<file path="config.mk">
export PLATFORM = sky130hd
export DESIGN_NAME = reset_strap_debug_port
export DESIGN_NICKNAME = d
export VERILOG_FILES = /design/src/hdl/strap_debug_pkg.sv /design/src/hdl/reset_strap_debug_port.sv
export SDC_FILE = /design/constraint.sdc
export NUM_CORES = 1
export LEC_CHECK = 0
export BUFFER_PORTS_ARGS = -buffer_cell sky130_fd_sc_hd__buf_2
export CAP_MARGIN = 20
export CORE_UTILIZATION = 47
export DETAILED_ROUTE_END_ITERATION = 10
export PLACE_DENSITY = 0.76
export SKIP_LAST_GASP = 1
export SLEW_MARGIN = 20
export SYNTH_ARGS = -nofsm -noshare
export SYNTH_HDL_FRONTEND = slang
export SYNTH_SLANG_ARGS = --single-unit
export TNS_END_PERCENT = 30
</file>
<file path="constraint.sdc">
create_clock -name I_SYS_CLK -period 1.95 [get_ports I_SYS_CLK]
set_input_delay 0.195 -clock I_SYS_CLK [delete_from_list [all_inputs] [get_ports I_SYS_CLK]]
set_output_delay 0.195 -clock I_SYS_CLK [all_outputs]
set_load 0.005 [all_outputs]
</file>
<file path="src/hdl/strap_debug_pkg.sv">
// constants for the reset strap capture and debug test-point port
package strap_debug_pkg;

  // ----------------------------------------
  // widths
  // ----------------------------------------
  localparam int TP_W = 8;
  localparam int SEL_W = 3;
  localparam int CNT_W = 8;
  localparam int DIV_W = 3;

  // ----------------------------------------
  // capture timing
  // ----------------------------------------
  localparam int CLK_PERIOD_NS = 10;
  localparam int CAPTURE_DELAY_NS = 1500;
  // least time, so round up to whole cycles
  localparam int CAPTURE_CYCLES = (CAPTURE_DELAY_NS + CLK_PERIOD_NS - 1) / CLK_PERIOD_NS;
  localparam logic [CNT_W-1:0] CAPTURE_LAST = CNT_W'(CAPTURE_CYCLES - 1);
  localparam logic [CNT_W-1:0] CAPTURE_COUNT = CNT_W'(CAPTURE_CYCLES);
  localparam logic [CNT_W-1:0] CNT_MAX = 8'hFF;

  // ----------------------------------------
  // output selection codes
  // ----------------------------------------
  localparam logic [SEL_W-1:0] MODE_QUIET = 3'h7;
  localparam logic [SEL_W-1:0] MODE_CLOCK = 3'h2;

  // per-pin clock source in clock debug mode
  localparam logic [2:0] SRC_LOW = 3'h0;
  localparam logic [2:0] SRC_60M = 3'h1;
  localparam logic [2:0] SRC_30M = 3'h2;
  localparam logic [2:0] SRC_15M = 3'h3;
  localparam logic [2:0] SRC_7M5 = 3'h4;
  // three bits per pin, pin 0 lowest: 60,30,7.5,low,15,60,low,low
  localparam logic [3*TP_W-1:0] CLOCK_DEBUG_SRC = 24'h00B111;

  // ----------------------------------------
  // reset values
  // ----------------------------------------
  localparam logic [TP_W-1:0] TP_OE_N_RST = 8'hFF;
  localparam logic [SEL_W-1:0] SEL_OE_N_RST = 3'h7;
  localparam logic [TP_W-1:0] CFG_RST = 8'h00;

  typedef enum logic [1:0] {
    ST_WAIT = 2'b01,
    ST_RUN = 2'b10
  } port_state_e;

endpackage : strap_debug_pkg

</file>
<file path="src/hdl/reset_strap_debug_port.sv">
// reset strap capture and debug test-point output port
// ----------------------------------------
// Summary of operation
// - test points stay high-impedance while system reset is asserted
// - test points sampled about 1.5 us after reset release, timed by counter
// - test-point drivers enabled only after the capture
// - captured test-point levels held as initial configuration for the chip
// - select straps captured at same instant, then switched to outputs
// - captured select code picks the test-point output behaviour
// - weak pull-ups give code x111: all test points high-impedance
// - code x010 drives 60,30,7.5,low,15,60,low,low on bits 0..7
// - software may overwrite the output selection any time after start-up
// ----------------------------------------
`timescale 1ns/10ps
module reset_strap_debug_port
  import strap_debug_pkg::*;
(
  input wire logic I_SYS_CLK,
  input wire logic I_RST,
  input wire logic I_REF_60M,
  input wire logic [TP_W-1:0] I_TP,
  output logic [TP_W-1:0] O_TP,
  output logic [TP_W-1:0] O_TP_OE_N,
  input wire logic [SEL_W-1:0] I_SEL,
  input wire logic [SEL_W-1:0] I_SEL_DATA,
  output logic [SEL_W-1:0] O_SEL,
  output logic [SEL_W-1:0] O_SEL_OE_N,
  input wire logic I_SW_SEL_WR,
  input wire logic [SEL_W-1:0] I_SW_SEL,
  output logic [TP_W-1:0] O_CFG,
  output logic O_CFG_VALID,
  output logic [SEL_W-1:0] O_MODE
);

  // ----------------------------------------
  // capture sequencer
  // ----------------------------------------
  port_state_e state, next_state;
  logic [CNT_W-1:0] cnt, next_cnt;
  logic [TP_W-1:0] next_cfg;
  logic next_cfg_valid;
  logic [SEL_W-1:0] next_mode;
  logic [SEL_W-1:0] next_sel;
  logic [SEL_W-1:0] next_sel_oe_n;

  always_comb begin
    next_state = state;
    next_cnt = cnt;
    next_cfg = O_CFG;
    next_cfg_valid = O_CFG_VALID;
    next_mode = O_MODE;
    next_sel = I_SEL_DATA;
    next_sel_oe_n = O_SEL_OE_N;
    unique case (state)
      ST_WAIT: begin
        next_cnt = cnt + 8'h01;
        if (cnt == CAPTURE_LAST) begin
          next_state = ST_RUN;
          next_cfg = I_TP;
          next_cfg_valid = 1'b1;
          next_mode = I_SEL;
          next_sel_oe_n = 3'h0;
        end
      end
      ST_RUN: begin
        if (I_SW_SEL_WR) begin
          next_mode = I_SW_SEL;
        end
      end
      default: begin
        next_state = ST_WAIT;
        next_cnt = 8'h00;
      end
    endcase
  end

  always_ff @(posedge I_SYS_CLK) begin
    if (I_RST) begin
      state <= ST_WAIT;
      cnt <= 8'h00;
      O_CFG <= CFG_RST;
      O_CFG_VALID <= 1'b0;
      O_MODE <= MODE_QUIET;
      O_SEL <= 3'h0;
      O_SEL_OE_N <= SEL_OE_N_RST;
    end else begin
      state <= next_state;
      cnt <= next_cnt;
      O_CFG <= next_cfg;
      O_CFG_VALID <= next_cfg_valid;
      O_MODE <= next_mode;
      O_SEL <= next_sel;
      O_SEL_OE_N <= next_sel_oe_n;
    end
  end

  // ----------------------------------------
  // debug clock divider
  // ----------------------------------------
  // reference is a pin level sampled at 100 MHz, so the divided clocks
  // carry sampling jitter; good enough for a debug probe, not for timing
  logic ref_q, next_ref_q;
  logic ref_prev, next_ref_prev;
  logic [DIV_W-1:0] div, next_div;

  always_comb begin
    next_ref_q = I_REF_60M;
    next_ref_prev = ref_q;
    next_div = div;
    if (ref_q && !ref_prev) begin
      next_div = div + 3'h1;
    end
  end

  always_ff @(posedge I_SYS_CLK) begin
    if (I_RST) begin
      ref_q <= 1'b0;
      ref_prev <= 1'b0;
      div <= 3'h0;
    end else begin
      ref_q <= next_ref_q;
      ref_prev <= next_ref_prev;
      div <= next_div;
    end
  end

  // ----------------------------------------
  // test-point output pattern
  // ----------------------------------------
  // per-bit nets: each generate slice drives only its own bit
  wire logic [TP_W-1:0] next_tp;
  wire logic [TP_W-1:0] next_tp_oe_n;

  genvar gi;
  generate
    for (gi = 0; gi < TP_W; gi++) begin : g_tp
      logic [2:0] src;
      logic pin_val;
      logic pin_oe_n;
      always_comb begin
        src = CLOCK_DEBUG_SRC[3*gi +: 3];
        pin_val = 1'b0;
        pin_oe_n = 1'b1;
        if (O_CFG_VALID) begin
          // selection picks behaviour; other codes stay quiet
          if (O_MODE == MODE_CLOCK) begin
            pin_oe_n = 1'b0;
            unique case (src)
              SRC_60M: pin_val = ref_q;
              SRC_30M: pin_val = div[0];
              SRC_15M: pin_val = div[1];
              SRC_7M5: pin_val = div[2];
              default: pin_val = 1'b0;
            endcase
          end
        end
      end
      assign next_tp[gi] = pin_val;
      assign next_tp_oe_n[gi] = pin_oe_n;
    end
  endgenerate

  always_ff @(posedge I_SYS_CLK) begin
    if (I_RST) begin
      O_TP <= 8'h00;
      O_TP_OE_N <= TP_OE_N_RST;
    end else begin
      O_TP <= next_tp;
      O_TP_OE_N <= next_tp_oe_n;
    end
  end

  // ----------------------------------------
  // assertions
  // ----------------------------------------
  logic [CNT_W-1:0] since_rel;
  always_ff @(posedge I_SYS_CLK) begin
    if (I_RST) begin
      since_rel <= 8'h00;
    end else if (since_rel != CNT_MAX) begin
      since_rel <= since_rel + 8'h01;
    end
  end
endmodule : reset_strap_debug_port

</file>
==> flow_summary.json <==
{
  "outcome": "finished, final reports clean",
  "ant_nets": 0,
  "power_mw": 1.24,
  "drive_gt1_frac": 0.330,
  "synth_cells": 154,
  "setup_tns_ps": 0,
  "insertion_delay_ps": 340,
  "routed_wl_mm": 2.64,
  "crit_arrival_ps": 1850,
  "nets": 220,
  "syn_area_um2": 1510,
  "start_util": 0.494,
  "dieWidth_um": 58.6,
  "rsz0062_at_grt": "no",
  "cts-root-buf": "clkbuf_4",
  "endpoint": "O_MODE[2]",
  "r2r.worst_path.cells": 5,
  "r2r-start": "cnt[0]",
  "grt_pass1_vias": 1016,
  "antenna_found_initial": 0,
  "syn_to_final_growth_pct": 17.5,
  "htree_levels": 2,
  "place_hpwl_mm": 1.92,
  "drtIter0Drc": 30,
  "synth_cell_types": 34,
  "period_share": 0.836,
  "cts_resized": 0,
  "grt-ovfl-total": 0,
  "multi_input_area_um2": 648,
  "finalMaxSlewViolations": 0,
  "endpoint_kind": "register",
  "powerDensity_nw_per_um2": 702,
  "synth-edff-count": 0,
  "met2_length_mm": 1.29,
  "die-area_um2": 3440,
  "final_cell_mix": "buf_2 (51), dfxtp_1 (36), nor2_1 (21), mux2i_1 (12), nor2b_1 (8)",
  "crit_start": "cnt[0]",
  "hold_path_class": "in -> reg",
  "worst_slew_pin_slew_ps": 610,
  "post-cts-setup-buffer-count": 0,
  "rr_endpoint": "O_MODE[2]",
  "startpoint_type": "register",
  "critPathMaxFanout": 12,
  "routed_via_density": 4.79,
  "syn_area_per_cell_um2": 9.79,
  "boundaryPins": 55,
  "synth_flop_cell": "dfxtp_1",
  "drc_errors": 0,
  "grt_pass1_wl_mm": 4.14,
  "hold_viol": 0,
  "io_buffers": 51,
  "first_pass_iters": 4,
  "cp.required_ps": 2170,
  "ys_ff_latch": 36,
  "final_common_cell": "buf_2",
  "routabilityCongestion": 0.701,
  "wl_per_cell_um": 10.9,
  "ir_drop_uv": 368,
  "reg2reg_slack_ps": 320,
  "grtUsageTotal": 0.164,
  "regArea_um2": 721,
  "vias": 1154,
  "n_antenna_cell": 0,
  "min_period_ps": 1630,
  "std_cell_rows": 20,
  "dr.max_layer_used": "met4",
  "maxSlewHeadroom": 0.593,
  "clkSlewWorstSetupHoldPaths_ps": 100,
  "final_core_util": 0.580,
  "yosysSeqAreaShare": 0.478,
  "numCtsBuffers": 5,
  "core_um2": 3050,
  "fmax_ghz": 0.613,
  "cts_tree": "yes",
  "clock-sinks": 36,
  "met3_length_um": 196,
  "grt_max_degree": 35,
  "ys_async_sr_fraction": 0,
  "ctsHoldBuffers": 0,
  "fill_cells": 291,
  "die_h_um": 58.6,
  "cts.path.max_buffers": 2,
  "skew_ps": 9.57,
  "setup_viol": 0,
  "p_leak_nw": 0.838,
  "drv_cap": 0,
  "wl_met1_mm": 1.12,
  "hp-start": "I_REF_60M",
  "synth_warnings": 0,
  "worst-setup-path-type": "reg -> reg"
}
[worst min-delay path by stage]
stage	endpoint	slack, ps	cells past startpoint
2_1_floorplan	O_SEL[0]	320	1
3_3_place_gp	O_SEL[1]	410	2
3_5_place_dp	O_SEL[0]	410	2
4_1_cts	next_ref_prev	60	2
5_1_grt	next_ref_prev	50	2
6_report	next_ref_prev	70	2
[sequential cells by signal, summed over array words and instances, names as in the netlist]
register	flops
O_CFG	8
cnt	8
O_TP	4
O_MODE	3
O_SEL	3
div	3
state	2
O_CFG_VALID	1
O_SEL_OE_N	1
O_TP_OE_N	1
next_ref_prev	1
ref_prev	1
[layer usage]
layer,global-route usage,vias to the layer above
met5,0,-
met4,0.0612,0
met1,0.161,524
li1,-,580
met2,0.305,47
met3,0.0681,3
[report_power, final]
part,switching (mW),internal [mW],leakage [nW]
sequential,0.0105,0.748,0.292
combinational,0.0335,0.0346,0.514
clock,0.241,0.177,0.0315
[through the flow]
stage	setup WS, ps	instances	area, um^2	hold WS (ps)
after floorplan	463	156	1520	323
after global placement	371	233	1710	412
after detailed placement	338	233	1710	414
after CTS	302	241	1770	57.4
after global routing	220	241	1770	54.6
final	319	241	1770	67.9
[layout make-up]
cell class,count,share of cell area
Sequential cell,36,0.407
Multi-Input combinational cell,96,0.366
Timing Repair Buffer,53,0.153
Clock buffer,7,0.0311
Tap cell,44,0.0311
Inverter,4,0.00847
Clock inverter,1,0.00424
[synth_stat cells (2+ instances only)]
cell type   n  area share
mux2i_1    12       0.080
a21oi_1     6       0.020
ha_1        3       0.025
and2_1      6       0.025
a32o_1      2       0.013
inv_1       4       0.010
nand3_1     2      0.0066
dfxtp_1    36        0.48
o21ai_0     3       0.010
nor2_1     21       0.052
buf_4      13       0.065
a211oi_1    3       0.015
nand2_1     4       0.010
nand2b_1    4       0.017
nor2b_1     8       0.033
xnor2_1     4       0.023
clkbuf_1    6       0.015
[critical path: stages, from the launching register on]
cell and delay, ps:
dfxtp_1 430, ha_1 170, nand2b_1 50, or4_4 550, a21boi_4 210, mux2i_1 110
[cells by family after synthesis]
group | Yosys count | share of synthesized area
buffers and inverters | 24 | 0.0971
DFF | 36 | 0.478
other | 1 | 0.00249
muxes | 12 | 0.0797
xor gates and xnor gates | 5 | 0.0290
AOI/OAI and AO/OA | 19 | 0.0988
and+or+nand+nor | 54 | 0.190
adders and majority gates | 3 | 0.0249
Note: power is estimated with default switching activity, not from simulation.
